<file path="config.mk">
export PLATFORM = sky130hd
export DESIGN_NAME = spio_port
export DESIGN_NICKNAME = d
export VERILOG_FILES = /design/src/spio_pkg.sv /design/src/spio_sync.sv /design/src/spio_port.sv
export VERILOG_INCLUDE_DIRS = /design/src /design/src/src
export SDC_FILE = /design/constraint.sdc
export NUM_CORES = 1
export LEC_CHECK = 0
export BUFFER_PORTS_ARGS = -buffer_cell sky130_fd_sc_hd__buf_2
export CORE_AREA = 2 2 133 135
export CTS_BUF_LIST = sky130_fd_sc_hd__clkbuf_8
export CTS_CLUSTER_SIZE = 28
export DETAILED_ROUTE_END_ITERATION = 12
export DIE_AREA = 0 0 135 137
export HOLD_SLACK_MARGIN = 0.12
export PLACE_DENSITY = 0.7
export RECOVER_POWER = 50
export SLEW_MARGIN = 10
export SYNTH_ARGS = -nofsm -noshare
export SYNTH_HDL_FRONTEND = slang
export SYNTH_SLANG_ARGS = --single-unit
</file>
<file path="constraint.sdc">
create_clock -name ref_clk -period 3.47 [get_ports ref_clk]
set_input_delay 0.5205 -clock ref_clk [delete_from_list [all_inputs] [get_ports ref_clk]]
set_output_delay 0.5205 -clock ref_clk [all_outputs]
set_load 0.05 [all_outputs]
</file>
<file path="src/spio_defines.svh">
// constants for the shared pin port with change notice
`ifndef SPIO_DEFINES_SVH
`define SPIO_DEFINES_SVH

`define SPIO_WIDTH_DEFAULT 16
`define SPIO_WIDTH_MAX     32
`define SPIO_CN_MAX        81
`define SPIO_DIR_RESET     1'b1
`define SPIO_LAT_RESET     1'b0
`define SPIO_ODC_RESET     1'b0
`define SPIO_SEL_DIR       2'h0
`define SPIO_SEL_LAT       2'h1
`define SPIO_SEL_PIN       2'h2
`define SPIO_SEL_ODC       2'h3
`define SPIO_PRIME_CYCLES  2'h3

`endif

</file>
<file path="src/spio_pkg.sv">
// types shared by the port logic
`include "spio_defines.svh"

package spio_pkg;

   typedef enum logic [1:0] {
      SPIO_REG_DIR = `SPIO_SEL_DIR,
      SPIO_REG_LAT = `SPIO_SEL_LAT,
      SPIO_REG_PIN = `SPIO_SEL_PIN,
      SPIO_REG_ODC = `SPIO_SEL_ODC
   } spio_reg_type;

   typedef struct packed {
      logic         valid;
      spio_reg_type sel;
   } spio_wr_type;

endpackage : spio_pkg

</file>
<file path="src/spio_sync.sv">
// pin synchroniser with stored previous sample and change flags
`timescale 1ns/1ps
`include "spio_defines.svh"

module spio_sync
   import spio_pkg::*;
#(
   parameter int WIDTH = `SPIO_WIDTH_DEFAULT
)
(
   input  wire logic             ref_clk,
   input  wire logic             reset_n,
   input  wire logic [WIDTH-1:0] async_in,
   output logic      [WIDTH-1:0] sync_out,
   output logic      [WIDTH-1:0] prev_out,
   output logic      [WIDTH-1:0] change
);

   logic [WIDTH-1:0] meta;
   logic [1:0]       prime;

   if (WIDTH < 1 || WIDTH > `SPIO_WIDTH_MAX)
   begin : g_width_check
      $error("spio_sync: WIDTH out of range");
   end

   always_ff @(posedge ref_clk)
   begin
      if (!reset_n)
      begin
         meta     <= '0;
         sync_out <= '0;
      end
      else
      begin
         meta     <= async_in;
         sync_out <= meta;
      end
   end

   always_ff @(posedge ref_clk)
   begin
      if (!reset_n)
         prev_out <= '0;
      else
         prev_out <= sync_out;
   end

   // no changes until the stored sample is a real pin sample, not the reset zero
   always_ff @(posedge ref_clk)
   begin
      if (!reset_n)
         prime <= '0;
      else if (prime != `SPIO_PRIME_CYCLES)
         prime <= prime + 2'h1;
   end

   assign change = (prime == `SPIO_PRIME_CYCLES) ? (sync_out ^ prev_out) : '0;

endmodule : spio_sync

</file>
<file path="src/spio_port.sv">
// shared pin port: direction, latch, open drain, pin mux and change notice
`timescale 1ns/1ps
`include "spio_defines.svh"

module spio_port
   import spio_pkg::*;
#(
   parameter int               WIDTH     = `SPIO_WIDTH_DEFAULT,
   parameter logic [WIDTH-1:0] IMPL_MASK = '1
)
(
   input  wire logic             ref_clk,
   input  wire logic             reset_n,
   input  wire spio_wr_type      reg_wr,
   input  wire logic [WIDTH-1:0] reg_wdata,
   output logic      [WIDTH-1:0] direction_reg,
   output logic      [WIDTH-1:0] output_latch_reg,
   output logic      [WIDTH-1:0] open_drain_select,
   output logic      [WIDTH-1:0] pin_level,
   input  wire logic [WIDTH-1:0] analog_pin_config,
   input  wire logic [WIDTH-1:0] change_irq_enable,
   input  wire logic [WIDTH-1:0] weak_pullup_enable,
   input  wire logic [WIDTH-1:0] weak_pulldown_enable,
   input  wire logic             change_irq_clear,
   output logic                  change_irq,
   output logic                  change_wake,
   input  wire logic [WIDTH-1:0] periph_enable,
   input  wire logic [WIDTH-1:0] periph_drive,
   input  wire logic [WIDTH-1:0] periph_out,
   output logic      [WIDTH-1:0] periph_in,
   input  wire logic [WIDTH-1:0] remap_out_enable,
   input  wire logic [WIDTH-1:0] remap_out,
   output logic      [WIDTH-1:0] remap_in,
   input  wire logic [WIDTH-1:0] pin_in,
   output logic      [WIDTH-1:0] pin_out,
   output logic      [WIDTH-1:0] pin_oe,
   output logic      [WIDTH-1:0] pullup_on,
   output logic      [WIDTH-1:0] pulldown_on
);

   logic [WIDTH-1:0] pin_sync;
   logic [WIDTH-1:0] pin_prev;
   logic [WIDTH-1:0] pin_change;
   logic [WIDTH-1:0] remap_owns;
   logic [WIDTH-1:0] periph_owns;
   logic [WIDTH-1:0] port_owns;
   logic [WIDTH-1:0] port_drive;
   logic [WIDTH-1:0] src_val;
   logic [WIDTH-1:0] src_drive;
   logic [WIDTH-1:0] cn_hit;

   if (WIDTH < 1 || WIDTH > `SPIO_WIDTH_MAX)
   begin : g_width_check
      $error("spio_port: WIDTH out of range");
   end

   function automatic logic [WIDTH-1:0] impl_only(input logic [WIDTH-1:0] v);
      impl_only = v & IMPL_MASK;
   endfunction : impl_only

   function automatic logic wr_hit(input spio_wr_type w, input spio_reg_type s);
      wr_hit = w.valid && (w.sel == s);
   endfunction : wr_hit

   spio_sync #(
      .WIDTH    (WIDTH)
   ) u_sync (
      .ref_clk  (ref_clk),
      .reset_n  (reset_n),
      .async_in (pin_in),
      .sync_out (pin_sync),
      .prev_out (pin_prev),
      .change   (pin_change)
   );

   // control registers
   always_ff @(posedge ref_clk)
   begin
      if (!reset_n)
         direction_reg <= impl_only({WIDTH{`SPIO_DIR_RESET}});
      else if (wr_hit(reg_wr, SPIO_REG_DIR))
         direction_reg <= impl_only(reg_wdata);
   end

   // writes to the pin level land in the latch as well
   always_ff @(posedge ref_clk)
   begin
      if (!reset_n)
         output_latch_reg <= {WIDTH{`SPIO_LAT_RESET}};
      else if (wr_hit(reg_wr, SPIO_REG_LAT) || wr_hit(reg_wr, SPIO_REG_PIN))
         output_latch_reg <= impl_only(reg_wdata);
   end

   always_ff @(posedge ref_clk)
   begin
      if (!reset_n)
         open_drain_select <= {WIDTH{`SPIO_ODC_RESET}};
      else if (wr_hit(reg_wr, SPIO_REG_ODC))
         open_drain_select <= impl_only(reg_wdata);
   end

   // pin read path, three cycles behind the pin (two synchroniser stages and this register), which software covers by waiting
   always_ff @(posedge ref_clk)
   begin
      if (!reset_n)
         pin_level <= '0;
      else
         pin_level <= impl_only(pin_sync & ~analog_pin_config);
   end

   // output ownership: remap, then fixed peripheral, then port
   always_comb
   begin
      remap_owns  = impl_only(remap_out_enable);
      periph_owns = impl_only(periph_enable & periph_drive) & ~remap_owns;
      port_owns   = IMPL_MASK & ~remap_owns & ~periph_owns;
      port_drive  = port_owns & ~direction_reg;
      src_val     = (remap_owns & remap_out) | (periph_owns & periph_out)
                  | (port_owns & output_latch_reg);
      src_drive   = remap_owns | periph_owns | port_drive;
   end

   // open drain: a high is a release, so the pin never sees a driven one
   always_comb
   begin
      pin_out = src_val & ~open_drain_select;
      pin_oe  = src_drive & ~(open_drain_select & src_val);
   end

   // fixed peripheral inputs are blind while the port itself drives the pin; remap inputs are blind only on analog pins
   always_comb
   begin
      periph_in = pin_sync & ~port_drive & IMPL_MASK;
      remap_in  = pin_sync & ~analog_pin_config & IMPL_MASK;
   end

   // analog pins keep their weak devices, software turns them off
   always_comb
   begin
      pullup_on   = impl_only(weak_pullup_enable);
      pulldown_on = impl_only(weak_pulldown_enable);
   end

   // change notice
   assign cn_hit = impl_only(pin_change & change_irq_enable);

   // set beats clear so an edge in the clearing cycle is kept
   always_ff @(posedge ref_clk)
   begin
      if (!reset_n)
         change_irq <= 1'b0;
      else if (|cn_hit)
         change_irq <= 1'b1;
      else if (change_irq_clear)
         change_irq <= 1'b0;
   end

   // raw pins against the last stored sample: works with the clock stopped
   assign change_wake = |impl_only((pin_in ^ pin_prev) & change_irq_enable);
endmodule : spio_port

</file>
# Word-level counts from Yosys, hierarchy flattened
# Index checks and enable logic that the tools add are counted.
# word_totals
regBits,115
in_bits,182
word_cells,54
# op_classes
add_sub_neg,1
n_eq_ne,5
muxes,3
bitwise_logic,27
reduce_logical,9
# ops
cell,n
$and 16x16->16,14
$not 16->16,7
$or 16x16->16,4
$reduce_or 16->1,2
$xor 16x16->16,2
$mux 16,1
$eq 2x2->1 const B,3
$logic_and 1x1->1,4
$add 2x1->2 const B,1
$eq 2x1->1 const B,1
$logic_not 2->1,1
$mux 1,2
$ne 2x2->1 const B,1
$reduce_bool 2->1,1
$logic_or 1x1->1,1

# Longest topological paths before layout
# Gate-level depths: netlist (run 1).
# logic_depth
word_depth,9
ltp_mapped,5
ltp_nobuf,4

# By module
# From an unflattened synthesis (run 1), not the netlist that was laid out.
# hier_totals
cells_unflattened,583
hier_area_um2,5307.6
# modules_own_cells
module,n_inst,cells_each,area_per_inst_um2,seq_area_each_um2
spio_port,1,441,3666.0,1301.2
spio_sync,1,142,1641.6,1001.0

# Worst setup path after synthesis (run 1)
# No wires, ideal clock.
# synth_timing
kind,flip-flop to output port
startpoint,register direction_reg[15]
endpoint,output port periph_in[15]
t_arrival_ps,1872
path_slack_ps,1078
path_stages_with_launch,3
cell_sequence,dfxtp_1 > inv_1 > a21boi_0
# synth_via
elab_chain_len,4
# synth_rtl
item,line_no,source
from (decl),spio_port.sv:16,"output logic [WIDTH-1:0] direction_reg,"
from (signal assigned),spio_port.sv:80,direction_reg <= impl_only({WIDTH{`SPIO_DIR_RESET}});
from (signal assigned),spio_port.sv:82,direction_reg <= impl_only(reg_wdata);
$not 16->16,spio_port.sv:117,port_drive = port_owns & ~direction_reg;
$and 16x16->16,spio_port.sv:117,
$not 16->16,spio_port.sv:133,periph_in = pin_sync & ~port_drive & IMPL_MASK;
$and 16x16->16,spio_port.sv:133,
to (decl),spio_port.sv:30,"output logic [WIDTH-1:0] periph_in,"
# Every way passes these cells.

# Worst setup path after layout (run 1)
# layout_timing
startpoint,input port reset_n
endpoint,register direction_reg[13]
# layout_lines
item,line_no,source
from (decl),spio_port.sv:13,"input wire logic reset_n,"
# No word-level cell between the ends.

==> results of run 1 <==
## cells by family after synthesis
| group | count (synthesis) |
|---|---|
| fa+ha+maj | 1 |
| compound gates | 114 |
| mux | 33 |
| simple gates | 202 |
| flops | 115 |
| xor+xnor | 34 |
| buf+inv | 67 |
## layer usage
layer / global-route usage [%] / vias to the layer above / wire length [um]
met5: 0 / - / 0
met4: 8.33 / 0 / 499
met3: 4.44 / 21 / 1140
met2: 30.2 / 216 / 8050
met1: 19.5 / 2197 / 6730
li1: - / 2373 / -
## per-stage QoR
stage | std cells | setup WS (ns) | hold slack, ns | power (uW)
global placement | 1023 | 1.26 | 0.408 | 2140
detailed placement | 1023 | 1.27 | 0.410 | 2150
CTS | 1055 | 1.09 | 0.275 | 3540
floorplan | 566 | 1.08 | 0.406 | 2010
finish | 1055 | 1.06 | 0.316 | 3490
global route | 1055 | 0.792 | 0.284 | 3650
## cell type report
| type | count | area share (%) |
|---|---|---|
| timing repair buffer | 283 | 20.2 |
| sequential | 115 | 32.9 |
| tap | 225 | 4.03 |
| multi-input combinational | 384 | 35.7 |
| inverter | 16 | 0.859 |
| clock inverter | 15 | 2.90 |
| clock buffer | 17 | 3.35 |
## power by group through the flow
stage          registers (uW)  clock network, uW  logic, uW
2_1_floorplan            1550                  0        460
3_3_place_gp             1460                  0        683
3_5_place_dp             1460                  0        689
4_1_cts                  1430               1420        691
5_1_grt                  1440               1480        734
6_report                 1430               1370        686
## synth_stat cells, drive strengths merged
library cell / instances / area, um2
dfxtp: 115 / 2300
nand2: 81 / 307
and2: 65 / 407
nor2b: 50 / 313
buf: 35 / 258
mux2i: 33 / 330
xor2: 33 / 289
a21boi: 32 / 240
a22oi: 22 / 165
a21oi: 17 / 85.1
o21ai: 17 / 85.1
clkbuf: 16 / 61.3
inv: 16 / 60.1
o211ai: 16 / 120
a221oi: 4 / 35.0
a22o: 4 / 35.0
and3: 2 / 12.5
a222oi: 1 / 10.0
a31oi: 1 / 6.26
and4: 1 / 8.76
ha: 1 / 12.5
nand3: 1 / 5.00
nand4: 1 / 6.26
nor3b: 1 / 12.5
xnor2: 1 / 8.76
## path summary, 6_finish.rpt
| kind | depth (start not counted) | to | start |
|---|---|---|---|
| min | 2 | u_sync.meta[15] | pin_in[15] |
| max reg2reg | 4 | change_irq | u_sync.sync_out[4] |
| min reg2reg | 1 | u_sync.sync_out[11] | u_sync.meta[11] |
| max | 3 | direction_reg[13] | reset_n |
==> summary.md, run 1 <==
| Metric | Value |
|---|---|
| Max Cap Violations | `0` |
| DR pass1 iterations | `4` |
| Worst path cell trace | `clkbuf_1 > clkbuf_1 > o211ai_1` |
| Postcts setup bufs | `0` |
| Synth cell types | `29` |
| DRT Wirelength | `16400 um` |
| Area Overhead vs Synth | `35.2%` |
| Multi-input logic area | `2500 um2` |
| Final net count | `1000` |
| Final-report setup violation count | `0` |
| IO Port Bufs | `279` |
| Outcome | `complete, no violations` |
| Die ar. | `18500 um2` |
| R2R setup slack | `around 2.3 ns` |
| Crit path buf inv count | `2` |
| Gr ovfl total | `0` |
| Cell repeated most along the worst path | `clkbuf_1` |
| Critical Path AT | `around 2.7 ns` |
| Fmax | `416 MHz` |
| Max Slew Vio Count | `0` |
| CP delay by family, top | `buffers and inverters` |
| Avg Cell Area, Syn | `9.14 um2` |
| Clk pwr share | `39.4%` |
| RD Place Congestion | `0.784` |
| Sequential cell area | `between 2000 and 2500 um2` |
| Synth Area in XOR/XNOR | `~5.8%` |
| P_sw | `~1100 uW` |
| CP Launch Type | `input port` |
| RSZ-0062 raised after global routing | `false` |
| Synth Area in Adders | `0.242%` |
| Via count | `approximately 4800` |
| TritonCTS Buffers | `17` |
| Synth Area in Compound Gates | `between 10% and 20%` |
| Die width | `roughly 140 um` |
| Synth Area in Simple Gates | `about a fifth` |
| Largest family of logic cells by synthesized area | `simple AND/OR/NAND/NOR gates` |
| Hpwl dp | `13200 um` |
| Fin util | `just over 40%` |
| Power Density | `498 nW/um2` |
| Clock Skew | `0.0105 ns` |
| First DRT Iteration DRCs | `approximately 150` |
| Htree depth | `4` |
| GR Util All Layers | `17.2%` |
| VDD IR max | `198 uV` |
| Core area | `17100 um2` |
| Worst-margin pin slew | `1.44 ns` |
| Mapped Nets | `749` |
| Final ANT Viol Nets | `0` |
| Synth Cell Area | `5170 um2` |
| Crit. End Element | `flip-flop` |
| CP max FO | `40` |
| Die height | `137 um` |
| CP max stage cell | `clkbuf_1` |
| Initial antenna violation count | `0` |
| Dpl cell area | `about 6600 um2` |
| Yosys warnings | `0` |
| Diode count | `0` |
| Design area | `6990 um2` |
| Total clock sinks | `between 100 and 150` |
| Most frequent cells in the layout | `278 x buf_2, 115 x dfxtp_1, 80 x nand2_1` |
| CTS tree | `yes` |
| Seq pwr share | `41.0%` |
| DR vias/cell | `4.56` |
| DRC Markers | `0` |
| Post-route setup TNS | `0 ns` |
| Clk_lat worst skew | `0.43 ns` |
| Logic gate share of total power | `19.7%` |
| Register area share after synthesis | `44.5%` |
| Vias in the first global route | `roughly 4500` |
| Mux cell area share after synthesis | `6.38%` |
| Worst min-delay path category | `in2reg` |
| CP Data Required Time | `~3.7 ns` |
| Post-synthesis cell count | `~570` |
| Max clock buf depth | `2` |
| Share of cells above drive strength 1 | `37.7%` |
| FP Rows | `48` |
| CTS root buffer | `clkbuf_8` |
| Commonest non-fill, non-tap cell in the layout | `buf_2` |
| Rel. slew slack | `~4.1%` |
| Cts repair resizes | `0` |
| Filler cells | `1756` |
| Switch share | `about a third` |
| Leakage power | `approximately 0.0036 uW` |
| First-pass GRT wire length | `23700 um` |
| Flops & latches, synth | `roughly 120` |
| Cts hold-fix bufs | `0` |
| Wirelength per Cell | `15.6 um` |
| Crit Path Category | `in2reg` |
| Initial Utilization | `30.3%` |
| Largest net degree at the start of global routing | `41` |
| CTS clk-pin slew, worst paths | `0.08 ns` |
| Max incr delay on CP | `1.02 ns` |
| Period utilization | `between 60% and 70%` |
| Cell Int Power | `2390 uW` |
| IO Pins | `344` |
| Final Critical Period | `2.41 ns` |
| Fin. Hold Viols | `0` |
Note: power is estimated with default switching activity, not from simulation.
==> inputs of run 2 (changes only) <==
- CORE_AREA: 2 2 133 135 -> 2 2 134 136
- DIE_AREA: 0 0 135 137 -> 0 0 136 138
- clock period: 3.47 -> 2.4 ns (I/O delays scaled with it)
==> run 2 against run 1 <==
Against the previous run:
- flip-flop and latch count stayed put
- wire length grew 1.8%
- setup slack lost 0.99 ns
- combinational power increased by 46%
- final area is 0.91% higher
- critical endpoint is now change_wake
- largest power group unchanged
==> summary.md, run 2 (synthesis gave the netlist of run 1 again) <==
| Metric | Value |
|---|---|
| Outcome | `complete, no violations` |
| Die width | `136 um` |
| Final Total Pwr | `4980 uW` |
| Fin. Hold Viols | `0` |
| Hold_sp | `pin_in[3]` |
| CP Data Required Time | `2.04 ns` |
| Crit. End Element | `primary output` |
| Via count | `about 4900` |
| RD Place Congestion | `0.796` |
| Period utilization | `97.0%` |
| Initial Utilization | `29.5%` |
| CTS root buffer | `clkbuf_8` |
| Commonest non-fill, non-tap cell in the layout | `buf_2` |
| FP Rows | `49` |
| Postcts setup bufs | `0` |
| Total clock sinks | `115` |
| Die height | `138 um` |
| CP max FO | `2` |
| IO Port Bufs | `approximately 280` |
| Vias in the first global route | `4720` |
| Max Slew Vio Count | `0` |
| CTS clk-pin slew, worst paths | `0.08 ns` |
| DRT Wirelength | `16700 um` |
| Core area | `about 18000 um2` |
| GR Util All Layers | `about 17%` |
| DR pass1 iterations | `4` |
| Power Density | `roughly 710 nW/um2` |
| Final-report setup violation count | `0` |
| Final net count | `about 1000` |
| Clock Skew | `roughly 0.0099 ns` |
| VDD IR max | `351 uV` |
| IO Pins | `344` |
| Cts hold-fix bufs | `4` |
| Die ar. | `18800 um2` |
| Fmax | `430 MHz` |
| RSZ-0062 raised after global routing | `false` |
| Area Overhead vs Synth | `36.4%` |
| First DRT Iteration DRCs | `211` |
| DR vias/cell | `roughly 4.5` |
| TritonCTS Buffers | `17` |
| CTS tree | `yes` |
| Share of cells above drive strength 1 | `a little under two fifths` |
| Cts repair resizes | `0` |
| R2R Path Start | `u_sync.sync_out[3]` |
| Max clock buf depth | `2` |
| Diode count | `0` |
| First-pass GRT wire length | `around 24000 um` |
| Rel. slew slack | `5.52%` |
| Most frequent cells in the layout | `278 x buf_2, 115 x dfxtp_1, 80 x nand2_1` |
| Max Cap Violations | `0` |
| Fin util | `40.3%` |
| Final ANT Viol Nets | `0` |
| CP Launch Type | `input port` |
| Post-route setup TNS | `0 ns` |
| Hpwl dp | `approximately 13000 um` |
| Htree depth | `4` |
| Worst min-delay path category | `in2reg` |
| DRC Markers | `0` |
| Worst-margin pin slew | `1.42 ns` |
| Wirelength per Cell | `15.7 um` |
| Clk_lat worst skew | `0.43 ns` |
| Largest net degree at the start of global routing | `41` |
| Final Critical Period | `2.33 ns` |
| Gr ovfl total | `0` |
| Critical Path AT | `1.97 ns` |
| Leakage power | `0.00361 uW` |
| Critical path origin | `pin_in[10]` |
| Initial antenna violation count | `0` |
| Crit Path Category | `in2out` |
-- run 2: cell types whose count changed in the layout (fill, tap and decap cells not counted) --
| cell | delta |
|---|---|
| bufinv_16 | -1 |
| and2_0 | +4 |
| dlygate4sd3_1 | +4 |
| clkbuf_2 | +1 |
| buf_4 | +1 |
| clkinv_2 | -1 |
| buf_12 | +1 |
| and2_1 | -4 |
| clkinvlp_4 | +1 |
| clkbuf_8 | +1 |
-- run 2: metal layers --
metal | GRT usage, % | part of all wire (%) | vias to the layer above
met4 | 5.32 | 1.2 | 0
met5 | 0 | 0 | -
met1 | 18.8 | 40 | 2221
met2 | 32.5 | 53 | 221
li1 | - | - | 2390
met3 | 3.89 | 6.3 | 18
-- run 2: stage by stage --
step           cells  worst slack (ns)  hold slack [ns]  area, um2
5_1_grt         1066           0.00918            0.153       7060
3_5_place_dp    1030             0.576            0.410       6620
6_report        1066            0.0726            0.173       7060
3_3_place_gp    1030             0.571            0.411       6620
2_1_floorplan    566             0.168            0.406       5170
4_1_cts         1066            0.0569            0.124       7090
-- run 2: path summary, 6_finish.rpt --
| check | to | slack (ns) | cells after the start |
|---|---|---|---|
| max reg2reg | change_irq | 1.18 | 4 |
| min reg2reg | u_sync.sync_out[11] | 0.42 | 1 |
| max | change_wake | 0.07 | 7 |
| min | u_sync.meta[3] | 0.17 | 2 |
-- run 2: layout make-up --
class,count,area (um2)
tap,229,287
fill,1778,10500
timing repair buffer,290,1490
sequential,115,2300
clock buffer,18,248
multi-input combinational,384,2500
inverter,16,60.1
clock inverter,14,175
-- run 2: where the power goes --
group | internal (uW) | total (uW) | switching (uW)
Sequential | 1990 | 2060 | 71.6
Combinational | 330 | 1000 | 672
Clock | 1070 | 1910 | 846
Total | 3390 | 4980 | 1590
-- run 2: critical path: stages --
cell and delay [ns]:
dlygate4sd3_1 0.55, buf_2 0.14, xor2_1 0.17, a22o_1 0.19, a221oi_1 0.21, nand4_1 0.13, buf_2 0.23
